==> config.mk <==
export PLATFORM = sky130hd
export DESIGN_NAME = ssir_regs
export DESIGN_NICKNAME = d
export VERILOG_FILES = /design/src/hw/ssir_pkg.sv /design/src/hw/ssir_setting_bank.sv /design/src/hw/ssir_regs.sv
export SDC_FILE = /design/constraint.sdc
export NUM_CORES = 1
export LEC_CHECK = 0
export ABC_AREA = 1
export ABC_CLOCK_PERIOD_IN_PS = 1200
export BUFFER_PORTS_ARGS = -buffer_cell sky130_fd_sc_hd__buf_2
export CORE_UTILIZATION = 48
export DETAILED_ROUTE_END_ITERATION = 8
export PLACE_DENSITY = 0.87
export SKIP_LAST_GASP = 1
export SLEW_MARGIN = 40
export SYNTH_ARGS = -nofsm -noshare
export SYNTH_HDL_FRONTEND = slang
export SYNTH_HIERARCHICAL = 1
export SYNTH_SLANG_ARGS = --single-unit
export TNS_END_PERCENT = 1
==> constraint.sdc <==
create_clock -name clk_in -period 1.2 [get_ports clk_in]
set_input_delay 0.06 -clock clk_in [delete_from_list [all_inputs] [get_ports clk_in]]
set_output_delay 0.06 -clock clk_in [all_outputs]
set_load 0.01 [all_outputs]
==> src/hw/ssir_pkg.sv <==
// Shared constants, register map and carrier types of the servo sync interrupt registers
package ssir_pkg;

    // ==========================================================
    // Bus geometry
    localparam int unsigned ADDR_WIDTH = 20;
    localparam int unsigned DATA_WIDTH = 32;
    localparam int unsigned REG_WIDTH = 8;

    // ==========================================================
    // Register indices; byte address is four times the index
    localparam logic [15:0] IDX_VERT_THRESHOLD = 16'hd0b0;
    localparam logic [15:0] IDX_HORZ_THRESHOLD = 16'hd0b1;
    localparam logic [15:0] IDX_HPULSE_START = 16'hd0b2;
    localparam logic [15:0] IDX_HPULSE_WIDTH = 16'hd0b3;
    localparam logic [15:0] IDX_NOISE_WINDOW = 16'hd0b4;
    localparam logic [15:0] IDX_NOISE_VALUE = 16'hd0b5;
    localparam logic [15:0] IDX_ENABLE_TWO = 16'hd0b9;
    localparam logic [15:0] IDX_REQUEST_TWO = 16'hd0bb;

    // ==========================================================
    // Setting bank layout
    localparam int unsigned SETTING_COUNT = 6;
    localparam int unsigned SEL_WIDTH = 3;
    localparam logic [2:0] SEL_VERT_THRESHOLD = 3'h0;
    localparam logic [2:0] SEL_HORZ_THRESHOLD = 3'h1;
    localparam logic [2:0] SEL_HPULSE_START = 3'h2;
    localparam logic [2:0] SEL_HPULSE_WIDTH = 3'h3;
    localparam logic [2:0] SEL_NOISE_WINDOW = 3'h4;
    localparam logic [2:0] SEL_NOISE_VALUE = 3'h5;
    localparam logic [7:0] MASK_VERT_THRESHOLD = 8'h3f;
    localparam logic [7:0] MASK_HORZ_THRESHOLD = 8'h0f;
    localparam logic [7:0] MASK_HPULSE_START = 8'hff;
    localparam logic [7:0] MASK_HPULSE_WIDTH = 8'h0f;
    localparam logic [7:0] MASK_NOISE_WINDOW = 8'h3f;
    localparam logic [7:0] MASK_NOISE_VALUE = 8'hff;
    localparam logic [7:0] SETTING_RESET = 8'h00;

    // ==========================================================
    // Interrupt register layout and read values
    localparam int unsigned BIT_CTL = 0;
    localparam int unsigned BIT_VSYNC = 1;
    localparam logic [7:0] RESERVED_ONES_TWO = 8'hfc;
    localparam logic [1:0] PAIR_RESET = 2'h0;
    localparam logic [7:0] WRITE_ONLY_READ = 8'h00;
    localparam logic [31:0] READ_RESET = 32'h0000_0000;

    // ==========================================================
    // Carrier types
    typedef struct packed {
        logic [5:0] vert_threshold;
        logic [3:0] horz_threshold;
        logic [7:0] hpulse_start;
        logic [3:0] hpulse_width;
        logic [5:0] noise_window;
        logic [7:0] noise_value;
    } ssir_settings_type;

    // Bit 1 vertical sync, bit 0 CTL, as in the register
    typedef struct packed {
        logic vsync;
        logic ctl;
    } ssir_pair_type;

    // ==========================================================
    // Helpers
    function automatic logic [ADDR_WIDTH-1:0] reg_addr(input logic [15:0] idx);
        return ADDR_WIDTH'({idx, 2'b00});
    endfunction

    function automatic logic [7:0] setting_mask(input logic [2:0] sel);
        case (sel)
            SEL_VERT_THRESHOLD: return MASK_VERT_THRESHOLD;
            SEL_HORZ_THRESHOLD: return MASK_HORZ_THRESHOLD;
            SEL_HPULSE_START: return MASK_HPULSE_START;
            SEL_HPULSE_WIDTH: return MASK_HPULSE_WIDTH;
            SEL_NOISE_WINDOW: return MASK_NOISE_WINDOW;
            default: return MASK_NOISE_VALUE;
        endcase
    endfunction

endpackage

==> src/hw/ssir_setting_bank.sv <==
// Write-only setting store of the sync detector, read out as registered fields
`timescale 1ns/1ps
`default_nettype none
module ssir_setting_bank (
    // Clock and reset
    input wire logic clk_in,
    input wire logic rst_n_in,
    // Write port
    input wire logic wr_en_in,
    input wire logic [2:0] wr_sel_in,
    input wire logic [7:0] wr_data_in,
    // Settings to the detector
    output var ssir_pkg::ssir_settings_type settings_out
);

    // ==========================================================
    // Storage
    logic [7:0] mem [ssir_pkg::SETTING_COUNT];
    logic [7:0] next_mem [ssir_pkg::SETTING_COUNT];

    always_comb begin
        for (int i = 0; i < ssir_pkg::SETTING_COUNT; i++) begin
            next_mem[i] = mem[i];
        end
        if (wr_en_in) begin
            // Unimplemented high bits are never stored
            next_mem[wr_sel_in] = wr_data_in & ssir_pkg::setting_mask(wr_sel_in);
        end
    end

    always_ff @(posedge clk_in or negedge rst_n_in) begin
        if (!rst_n_in) begin
            for (int i = 0; i < ssir_pkg::SETTING_COUNT; i++) begin
                mem[i] <= ssir_pkg::SETTING_RESET;
            end
        end else begin
            for (int i = 0; i < ssir_pkg::SETTING_COUNT; i++) begin
                mem[i] <= next_mem[i];
            end
        end
    end

    // ==========================================================
    // Field outputs
    assign settings_out.vert_threshold = mem[ssir_pkg::SEL_VERT_THRESHOLD][5:0];
    assign settings_out.horz_threshold = mem[ssir_pkg::SEL_HORZ_THRESHOLD][3:0];
    assign settings_out.hpulse_start = mem[ssir_pkg::SEL_HPULSE_START];
    assign settings_out.hpulse_width = mem[ssir_pkg::SEL_HPULSE_WIDTH][3:0];
    assign settings_out.noise_window = mem[ssir_pkg::SEL_NOISE_WINDOW][5:0];
    assign settings_out.noise_value = mem[ssir_pkg::SEL_NOISE_VALUE];

endmodule
`default_nettype wire

==> src/hw/ssir_regs.sv <==
// APB register block of the servo sync detector settings and servo interrupt flags
// Notes on behaviour
// - Vertical sync enable bit 1 passes its flag to the request when 1, blocks at 0.
// - Vertical sync flag is set by a detector vertical drive pulse or noise event.
// - CTL flag at bit 0 is set whenever a CTL interrupt event arrives.
// - Flags clear only by writing 0; writing 1 keeps them; set flags persist.
//
// Implementation choice: the APB slave port.
`timescale 1ns/1ps
`default_nettype none
module ssir_regs #(
    parameter int unsigned ADDR_WIDTH = ssir_pkg::ADDR_WIDTH
) (
    // Clock and reset
    input wire logic clk_in,
    input wire logic rst_n_in,
    // APB slave
    input wire logic psel_in,
    input wire logic penable_in,
    input wire logic pwrite_in,
    input wire logic [ADDR_WIDTH-1:0] paddr_in,
    input wire logic [31:0] pwdata_in,
    output logic [31:0] prdata_out,
    output logic pready_out,
    output logic pslverr_out,
    // Events from the sync detector and CTL logic
    input wire logic vertical_drive_pulse_in,
    input wire logic noise_event_in,
    input wire logic ctl_event_in,
    // Settings to the sync detector
    output var ssir_pkg::ssir_settings_type settings_out,
    // Servo interrupt request
    output logic servo_irq_out
);

    // ==========================================================
    // Address decode
    typedef enum logic [3:0] {
        SSIR_HIT_NONE = 4'h0,
        SSIR_HIT_SETTING = 4'h1,
        SSIR_HIT_ENABLE = 4'h3,
        SSIR_HIT_REQUEST = 4'h2
    } ssir_hit_type;

    function automatic logic addr_is(input logic [ADDR_WIDTH-1:0] addr, input logic [15:0] idx);
        return addr == ADDR_WIDTH'(ssir_pkg::reg_addr(idx));
    endfunction

    // Interrupt registers read their reserved bits as ones above the pair
    function automatic logic [31:0] pair_read(input ssir_pkg::ssir_pair_type pair);
        return {24'h00_0000, ssir_pkg::RESERVED_ONES_TWO[7:2], pair};
    endfunction

    // A written 0 clears a flag, a written 1 leaves it as it stands
    function automatic logic clear_by_zero(input logic flag, input logic wr_bit);
        return flag & wr_bit;
    endfunction

    ssir_hit_type hit;
    logic [2:0] setting_sel;

    always_comb begin
        hit = SSIR_HIT_SETTING;
        setting_sel = ssir_pkg::SEL_VERT_THRESHOLD;
        if (addr_is(paddr_in, ssir_pkg::IDX_VERT_THRESHOLD)) begin
            setting_sel = ssir_pkg::SEL_VERT_THRESHOLD;
        end else if (addr_is(paddr_in, ssir_pkg::IDX_HORZ_THRESHOLD)) begin
            setting_sel = ssir_pkg::SEL_HORZ_THRESHOLD;
        end else if (addr_is(paddr_in, ssir_pkg::IDX_HPULSE_START)) begin
            setting_sel = ssir_pkg::SEL_HPULSE_START;
        end else if (addr_is(paddr_in, ssir_pkg::IDX_HPULSE_WIDTH)) begin
            setting_sel = ssir_pkg::SEL_HPULSE_WIDTH;
        end else if (addr_is(paddr_in, ssir_pkg::IDX_NOISE_WINDOW)) begin
            setting_sel = ssir_pkg::SEL_NOISE_WINDOW;
        end else if (addr_is(paddr_in, ssir_pkg::IDX_NOISE_VALUE)) begin
            setting_sel = ssir_pkg::SEL_NOISE_VALUE;
        end else if (addr_is(paddr_in, ssir_pkg::IDX_ENABLE_TWO)) begin
            hit = SSIR_HIT_ENABLE;
        end else if (addr_is(paddr_in, ssir_pkg::IDX_REQUEST_TWO)) begin
            hit = SSIR_HIT_REQUEST;
        end else begin
            hit = SSIR_HIT_NONE;
        end
    end

    // ==========================================================
    // Bus phases
    logic setup_phase;
    logic write_commit;
    logic setting_write;
    logic enable_write;
    logic request_write;

    // Every access ends in its first access cycle
    assign pready_out = psel_in & penable_in;
    assign setup_phase = psel_in & ~penable_in;
    assign write_commit = psel_in & penable_in & pwrite_in & (hit != SSIR_HIT_NONE);
    assign setting_write = write_commit & (hit == SSIR_HIT_SETTING);
    assign enable_write = write_commit & (hit == SSIR_HIT_ENABLE);
    assign request_write = write_commit & (hit == SSIR_HIT_REQUEST);

    // ==========================================================
    // Setting bank
    ssir_setting_bank u_setting_bank (
        .clk_in(clk_in),
        .rst_n_in(rst_n_in),
        .wr_en_in(setting_write),
        .wr_sel_in(setting_sel),
        .wr_data_in(pwdata_in[7:0]),
        .settings_out(settings_out)
    );

    // ==========================================================
    // Interrupt enables and flags
    ssir_pkg::ssir_pair_type irq_enable;
    ssir_pkg::ssir_pair_type next_irq_enable;
    ssir_pkg::ssir_pair_type irq_flag;
    ssir_pkg::ssir_pair_type next_irq_flag;
    ssir_pkg::ssir_pair_type flag_set;
    ssir_pkg::ssir_pair_type flag_keep;

    always_comb begin
        next_irq_enable = irq_enable;
        if (enable_write) begin
            next_irq_enable.vsync = pwdata_in[ssir_pkg::BIT_VSYNC];
            next_irq_enable.ctl = pwdata_in[ssir_pkg::BIT_CTL];
        end
    end

    always_comb begin
        flag_set.vsync = vertical_drive_pulse_in | noise_event_in;
        flag_set.ctl = ctl_event_in;
        flag_keep = irq_flag;
        if (request_write) begin
            // Writing 0 clears, writing 1 leaves the flag alone
            flag_keep.vsync = clear_by_zero(irq_flag.vsync,
                                            pwdata_in[ssir_pkg::BIT_VSYNC]);
            flag_keep.ctl = clear_by_zero(irq_flag.ctl,
                                          pwdata_in[ssir_pkg::BIT_CTL]);
        end
        // A new event wins over a clear in the same cycle
        next_irq_flag = flag_keep | flag_set;
    end

    always_ff @(posedge clk_in or negedge rst_n_in) begin
        if (!rst_n_in) begin
            irq_enable <= ssir_pkg::PAIR_RESET;
        end else begin
            irq_enable <= next_irq_enable;
        end
    end

    always_ff @(posedge clk_in or negedge rst_n_in) begin
        if (!rst_n_in) begin
            irq_flag <= ssir_pkg::PAIR_RESET;
        end else begin
            irq_flag <= next_irq_flag;
        end
    end

    // ==========================================================
    // Interrupt output
    logic irq_line;
    logic next_irq_line;

    always_comb begin
        next_irq_line = (next_irq_flag.vsync & next_irq_enable.vsync) |
                        (next_irq_flag.ctl & next_irq_enable.ctl);
    end

    always_ff @(posedge clk_in or negedge rst_n_in) begin
        if (!rst_n_in) begin
            irq_line <= 1'b0;
        end else begin
            irq_line <= next_irq_line;
        end
    end

    assign servo_irq_out = irq_line;

    // ==========================================================
    // Read data and error, captured in the setup cycle
    logic [31:0] rdata;
    logic [31:0] next_rdata;
    logic slverr;
    logic next_slverr;

    always_comb begin
        next_rdata = rdata;
        next_slverr = slverr;
        if (setup_phase) begin
            next_slverr = (hit == SSIR_HIT_NONE);
            case (hit)
                SSIR_HIT_SETTING: begin
                    next_rdata = {24'h00_0000, ssir_pkg::WRITE_ONLY_READ};
                end
                SSIR_HIT_ENABLE: begin
                    next_rdata = pair_read(irq_enable);
                end
                SSIR_HIT_REQUEST: begin
                    next_rdata = pair_read(irq_flag);
                end
                default: begin
                    next_rdata = ssir_pkg::READ_RESET;
                end
            endcase
        end
    end

    always_ff @(posedge clk_in or negedge rst_n_in) begin
        if (!rst_n_in) begin
            rdata <= ssir_pkg::READ_RESET;
            slverr <= 1'b0;
        end else begin
            rdata <= next_rdata;
            slverr <= next_slverr;
        end
    end

    assign prdata_out = rdata;
    assign pslverr_out = slverr & psel_in & penable_in;

endmodule
`default_nettype wire

; Yosys cells after proc, flatten, opt, wreduce, memory -nomap -nowiden
; Index checks and enable logic that the tools add are counted.
[word_totals]
reg_bits = 86
inputBits = 60
[classes]
n_lt_le_gt_ge = 2
n_eq_ne = 14
reduce_logical = 6
n_mux = 22
bitwise = 19
[ops]
columns = op, n
row1 = "20-bit by 18-bit == test with 1-bit output, second input constant", 8
row2 = 48-bit bitwise mux, 1
row3 = 8-bit one-hot mux with 2 select lines, 2
row4 = 8-bit demux with 3-bit select, 1
row5 = 2-bit 2-to-1 mux, 9
row6 = 3-bit 2-to-1 mux, 6
row7 = 8-bit 2-to-1 mux, 2
row8 = 1-bit bitwise AND, 13
row9 = 8-bit bitwise AND, 1
row10 = "4-bit by 2-bit == test with 1-bit output, second input constant", 2
row11 = "4-bit by 1-bit == test with 1-bit output, second input constant", 1
row12 = "4-bit greater-or-equal comparator, second input constant", 1
row13 = 4-bit logical NOT, 1
row14 = "4-bit by 1-bit < comparator with 1-bit output, second input constant", 1
row15 = 4-bit 2-to-1 mux, 1
row16 = 3-bit NOT with 4-bit output, 1
row17 = 4-bit nonzero test, 1
row18 = 2-bit OR reduction, 2
row19 = "3-bit by 1-bit == test with 1-bit output, second input constant", 1
row20 = "3-bit by 2-bit == test with 1-bit output, second input constant", 1
row21 = "3-bit == test, second input constant", 1
row22 = 3-bit logical NOT, 1
row23 = 1-bit bitwise OR, 2
row24 = 2-bit bitwise OR, 1
row25 = other kinds (2), 2

; Depth between registers and ports, before layout
[depth]
depth_word = 16
ltp_mapped = 15

; Modules after synthesis
; The synthesis kept the hierarchy.
[by_module_without_submodules]
columns = mod, cells_per_inst, seq_area_each_um2, area_per_inst_um2, n_inst
row1 = ssir_setting_bank, 146, 900.9, 1450.1, 1
row2 = ssir_regs, 137, 225.2, 900.9, 1

; Worst setup path after synthesis
; OpenSTA, ideal clock, no wires.
[synth_path]
path_kind = input to register
start = input paddr_in[1]
end = register u_setting_bank.mem, in the netlist u_setting_bank/settings_out[34]
path_stages = 13
path_slack_ns = -0.712
path_buffers = 1
arrival_time_ns = 1.777
required_ns = 1.065
path_cell_list = nor2_1 nand2_1 nor2_2 inv_2 a211oi_1 nor3_1 nor2_1 inv_1 nor2_4 nand2_1 buf_4 nand2_1 o21ai_0
[synth_between]
elab_cells_between_ends = 42
classes_between = 2 x order compare / 12 x eq/ne / 19 x mux / 4 x bitwise / 5 x reduce/logical
[synth_rtl]
columns = item, line_no
row1 = "start, declared", ssir_regs.sv:21  ; input wire logic [ADDR_WIDTH-1:0] paddr_in,
row2 = 20-bit by 18-bit == test with 1-bit output, ssir_regs.sv:46  ; return addr == ADDR_WIDTH'(ssir_pkg::reg_addr(idx));
row3 = 3-bit 2-to-1 mux, ssir_regs.sv:73  ; end else if (addr_is(paddr_in, ssir_pkg::IDX_NOISE_WINDOW)) begin
row4 = 3-bit 2-to-1 mux, ssir_regs.sv:71  ; end else if (addr_is(paddr_in, ssir_pkg::IDX_HPULSE_WIDTH)) begin
row5 = 3-bit 2-to-1 mux, ssir_regs.sv:69  ; end else if (addr_is(paddr_in, ssir_pkg::IDX_HPULSE_START)) begin
row6 = 3-bit 2-to-1 mux, ssir_regs.sv:67  ; end else if (addr_is(paddr_in, ssir_pkg::IDX_HORZ_THRESHOLD)) begin
row7 = 3-bit 2-to-1 mux *, ssir_regs.sv:65  ; if (addr_is(paddr_in, ssir_pkg::IDX_VERT_THRESHOLD)) begin
row8 = named net setting_sel[1], ssir_regs.sv:60  ; logic [2:0] setting_sel;
row9 = 3-bit NOT with 4-bit output (not written as such) (tied with other cells), ssir_setting_bank.sv:27  ; next_mem[wr_sel_in] = wr_data_in & ssir_pkg::setting_mask(wr_sel_in);
row10 = 4-bit greater-or-equal comparator (not written as such) (tied with other cells), ssir_setting_bank.sv:27
row11 = 1-bit logical AND (not written as such) / 8-bit one-hot mux with 2 select lines (equally long branches), "ssir_setting_bank.sv:27, ssir_pkg.sv:72"
row12 = 8-bit 2-to-1 mux (on tied branches), "ssir_setting_bank.sv:27, ssir_setting_bank.sv:25"
row13 = 8-bit demux with 3-bit select / 8-bit bitwise AND (equally long branches), ssir_setting_bank.sv:27
row14 = 48-bit bitwise mux *, ssir_setting_bank.sv:27
row15 = "end signal, assigned by index", ssir_setting_bank.sv:34  ; mem[i] <= ssir_pkg::SETTING_RESET;
row16 = "end signal, assigned by index", ssir_setting_bank.sv:38  ; mem[i] <= next_mem[i];
row17 = "end, declared", ssir_setting_bank.sv:18  ; logic [7:0] mem [ssir_pkg::SETTING_COUNT];
; Mark *: on every way through the listed nets, which the timed path passes. The rest lies on a longest branch. The select of a mux whose other input is x is not followed.
; A chain may end at the register's enable or synchronous reset.

; Final worst setup path
[layout_path]
start = input paddr_in[19]
end = register u_setting_bank.mem, in the netlist u_setting_bank/settings_out[22]
[layout_between]
elab_cells_between_ends = 42
classes_between = 2 x order compare / 12 x eq/ne / 19 x mux / 4 x bitwise / 5 x reduce/logical
[layout_rtl]
columns = item, line_no
row1 = 20-bit by 18-bit == test with 1-bit output, ssir_regs.sv:46
row2 = 2-bit 2-to-1 mux, ssir_regs.sv:79  ; end else if (addr_is(paddr_in, ssir_pkg::IDX_REQUEST_TWO)) begin
row3 = 2-bit 2-to-1 mux, ssir_regs.sv:77  ; end else if (addr_is(paddr_in, ssir_pkg::IDX_ENABLE_TWO)) begin
row4 = 2-bit 2-to-1 mux, ssir_regs.sv:75  ; end else if (addr_is(paddr_in, ssir_pkg::IDX_NOISE_VALUE)) begin
row5 = 2-bit 2-to-1 mux, ssir_regs.sv:73
row6 = 2-bit 2-to-1 mux, ssir_regs.sv:71
row7 = 2-bit 2-to-1 mux, ssir_regs.sv:69
row8 = 2-bit 2-to-1 mux, ssir_regs.sv:67
row9 = 4-bit 2-to-1 mux *, ssir_regs.sv:65
row10 = 4-bit nonzero test, ssir_regs.sv:97  ; assign write_commit = psel_in & penable_in & pwrite_in & (hit != SSIR_HIT_NONE);
row11 = 1-bit bitwise AND, ssir_regs.sv:97
row12 = 1-bit bitwise AND *, ssir_regs.sv:98  ; assign setting_write = write_commit & (hit == SSIR_HIT_SETTING);
row13 = named net setting_write, ssir_regs.sv:90  ; logic setting_write;
; Marks and branches as above.

==> impl_metrics.ini <==
[worst_setup_path]
critical_path.cell_chain = buf_2 -> nor2_2 -> nand2_2 -> nor2_4 -> nand3b_1 -> o21ai_2 -> nor3_2 -> nor2_2 -> inv_2 -> nor2_4 -> nand2_4 -> buf_6 -> nand2_1 -> o21ai_2
start_kind = input port
setup.worst_path.start = paddr_in[19]
worst-endpoint-arrival_ns = 1.77
critical_path_peak_fanout = 6
setup.worst_path.end_class = register
slowest_stage = sky130_fd_sc_hd__o21ai_2
rr_startpoint = irq_enable[0]$_DFF_PN0_
setup.reg_to_reg.worst_slack_ns = 0.44
critPathRequiredTime_ns = 1.39
cpPeakStageDelay_ns = 0.18
criticalPathCategory = input port to register

[final_layout]
drive_above_1_share_pct = 51.6
most_common_library_cell_in_the_layout_ignoring_fill_and_taps = sky130_fd_sc_hd__buf_2
final_core_utilization_pct = 73.9
layout.cells.non_filler = 480
n_fill_cell = 330
antennaDiodeCount = 0
areaGrowthSynthToFinish_pct = 48.5
most-common-layout-cells = sky130_fd_sc_hd__buf_2, sky130_fd_sc_hd__nand2_1, sky130_fd_sc_hd__dfrtp_1
final_cell_area_um2 = 3490
layout.nets = 472

[sta]
final_min_period_over_clock_period_pct = 131
setup_viol = 37
max_clock_freq_ghz = 0.636
rsz_0062_raised_after_global_routing = yes
setup_slack_ns = -0.372
post-route-min-period_ns = 1.57
clock_tree_skew_after_final_layout_ns = 0.000920
finalHoldViolCount = 0
number_of_pins_exceeding_their_max_slew_limit_in_the_final_report = 0

[global_routing]
grt.overflow.total = 0
grt_util_overall_pct = 24.5
grt_max_degree = 46
grt_pass1_vias = 2103
antenna_violations_before_repair = 0
grt_first_pass_wirelength_um = 9520

[pwr]
flop_pwr_share_pct = 50.8
power_per_cell_area_nw_per_um2 = 866
internal_power_w = 0.00229
p_clk_share_pct = 37.7
switching_power_w = 0.000737
share_of_total_power_in_combinational_logic_pct = 11.4
vdd.ir_drop.worst_mv = 0.452
power_switching_share_pct = 24.4
leakage_nw = 1.95

[clock_tree]
cts_tree = built
cts.htree.levels = 2
clkSlewWorstSetupHoldPaths_ns = 0.08
clock_insertion_delay_worst_skew_ns = 0.30
clock_path_buffers = 2
cts_root_buf = sky130_fd_sc_hd__clkbuf_8
number_of_buffers_added_by_the_clock_tree_synthesis_step = 5
clkSinkCount = 45

[place]
place_congestion = 0.835
hpwl_um = 4000
post-place-cells = 453
placedInstanceArea_um2 = 2960
port_buffers = 82

[detailed_routing]
drc_errors = 0
routed_via_density = 4.70
drt_pass1_iterations = 4
routed_wire_length_per_instance_um = 12.5
postRouteWirelength_um = 6010
drt.antenna.violating_nets = 0
route.vias.total = 2258
drtIter0Drc = 165

[hold_path]
worst_hold_startpoint = pwdata_in[6]
timing.hold.worst.class = input port to register

[die]
vertical_die_dimension_um = 72.0
floorplan.initialDensity_pct = 49.8
std_cell_rows = 25
core-area_um2 = 4720
chipWidth_um = 72.0
area_of_the_die_um2 = 5180
ios = 131

[yosys]
synth-seq-cells = 45
ys_types = 23
number_of_instances_in_the_synthesized_netlist = 283
yosys_warnings = 6
synth_top_cell_by_area = sky130_fd_sc_hd__dfrtp_1
synth_area_um2 = 2350
synth-seq-area-share_pct = 47.9
netlist_top_cells_area = sky130_fd_sc_hd__dfrtp_1, sky130_fd_sc_hd__nand2_1, sky130_fd_sc_hd__buf_4
avgSynthCellArea_um2 = 8.31
synth_top_cell_area_share_pct = 47.9

[status]
violated_checks = negative setup slack
outcome = complete, but fails checks

[flow_run]
max_cap_violations = 0
[logic make-up after synthesis]
group                  synth area share (%)
other                                 0.160
DFF                                    47.9
and+or+nand+nor                        24.9
buffers and inverters                  16.0
AOI/OAI and AO/OA                      11.1
[registers in the layout (all words and copies together), names as in the netlist]
signal                       flops
u_setting_bank/settings_out     36
prdata_out                       3
irq_enable                       2
irq_flag                         2
servo_irq_out                    1
slverr                           1
[through the flow]
step	setup TNS [ns]	total power (W)	hold WS (ns)	worst slack, ns
global route	-15.63	0.00315	0.0247	-0.482
finish	-10.97	0.00302	0.0135	-0.372
detailed placement	-26.28	0.00187	0.0517	-0.745
global placement	-22.78	0.00186	0.0472	-0.647
CTS	-8.53	0.00302	0.000282	-0.254
floorplan	-16.24	0.00178	-0.236	-0.487
[cells in the mapped netlist]
cell type / n
sky130_fd_sc_hd__nor2_4: 2
sky130_fd_sc_hd__buf_4: 30
sky130_fd_sc_hd__a211oi_1: 1
sky130_fd_sc_hd__nor3b_2: 1
sky130_fd_sc_hd__o311ai_1: 1
sky130_fd_sc_hd__o21ai_2: 14
sky130_fd_sc_hd__inv_1: 23
sky130_fd_sc_hd__nor3_1: 4
sky130_fd_sc_hd__buf_6: 3
sky130_fd_sc_hd__nor2_2: 5
sky130_fd_sc_hd__a31oi_1: 1
sky130_fd_sc_hd__nand3b_1: 1
sky130_fd_sc_hd__conb_1: 1
sky130_fd_sc_hd__nor2_1: 19
sky130_fd_sc_hd__o21ai_0: 17
sky130_fd_sc_hd__nor3_4: 1
sky130_fd_sc_hd__nand2_2: 3
sky130_fd_sc_hd__nand2_1: 85
sky130_fd_sc_hd__o21ai_1: 6
sky130_fd_sc_hd__dfrtp_1: 45
sky130_fd_sc_hd__inv_2: 8
sky130_fd_sc_hd__nand4_1: 5
sky130_fd_sc_hd__nand3_1: 7
[power groups by stage]
| stage | Sequential [W] | Combinational [W] | Clock, W |
|---|---|---|---|
| finish | 0.00154 | 0.000346 | 0.00114 |
| global route | 0.00154 | 0.000382 | 0.00123 |
| CTS | 0.00154 | 0.000321 | 0.00116 |
| detailed placement | 0.00157 | 0.000303 | 0 |
| global placement | 0.00157 | 0.000299 | 0 |
| floorplan | 0.00157 | 0.000206 | 0 |
[layer usage]
| layer | vias to the layer above | routed length [um] | global-route usage [%] |
|---|---|---|---|
| li1 | 1095 | - | - |
| met1 | 1037 | 2330 | 28.3 |
| met2 | 112 | 3140 | 42.8 |
| met3 | 14 | 419 | 6.11 |
| met4 | 0 | 125 | 11.8 |
| met5 | - | 0 | 0 |
[worst max-delay path, delay by kind of cell]
| family | cells | cell delay, ns |
|---|---|---|
| buffers and inverters | 3 | 0.32 |
| AND/OR/NAND/NOR | 9 | 1.12 |
| AO/OA/AOI/OAI | 2 | 0.24 |
[repair_timing]
action / 4_1_cts / 5_1_grt
buffers inserted: 12 / 2
hold buffers: 4 / 0
setup endpoints to repair: 36 / 42
cloned: 1 / 0
endpoints found under the hold margin: 47 / 0
pin swaps: 16 / 18
resized for setup: 41 / 32
[path summary, 6_finish.rpt]
check / end / cells after the start
min in group asynchronous: irq_flag[0]$_DFF_PN0_ / 3
worst min-delay path: u_setting_bank/settings_out[6]$_DFFE_PN0P_ / 3
worst max register to register: servo_irq_out$_DFF_PN0_ / 4
worst max-delay path: u_setting_bank/settings_out[22]$_DFFE_PN0P_ / 14
max in group asynchronous: u_setting_bank/settings_out[20]$_DFFE_PN0P_ / 3
worst min register to register: u_setting_bank/settings_out[27]$_DFFE_PN0P_ / 2
[area by class of cell]
class,instances,area [um2],area share (%)
Timing Repair Buffer,132,897,25.7
Tap cell,67,83.8,2.40
Inverter,31,124,3.55
Clock inverter,3,46.3,1.33
Multi-Input combinational cell,197,1150,32.8
Sequential cell,45,1130,32.2
Clock buffer,5,68.8,1.97
(Power assumes the default switching activity.)
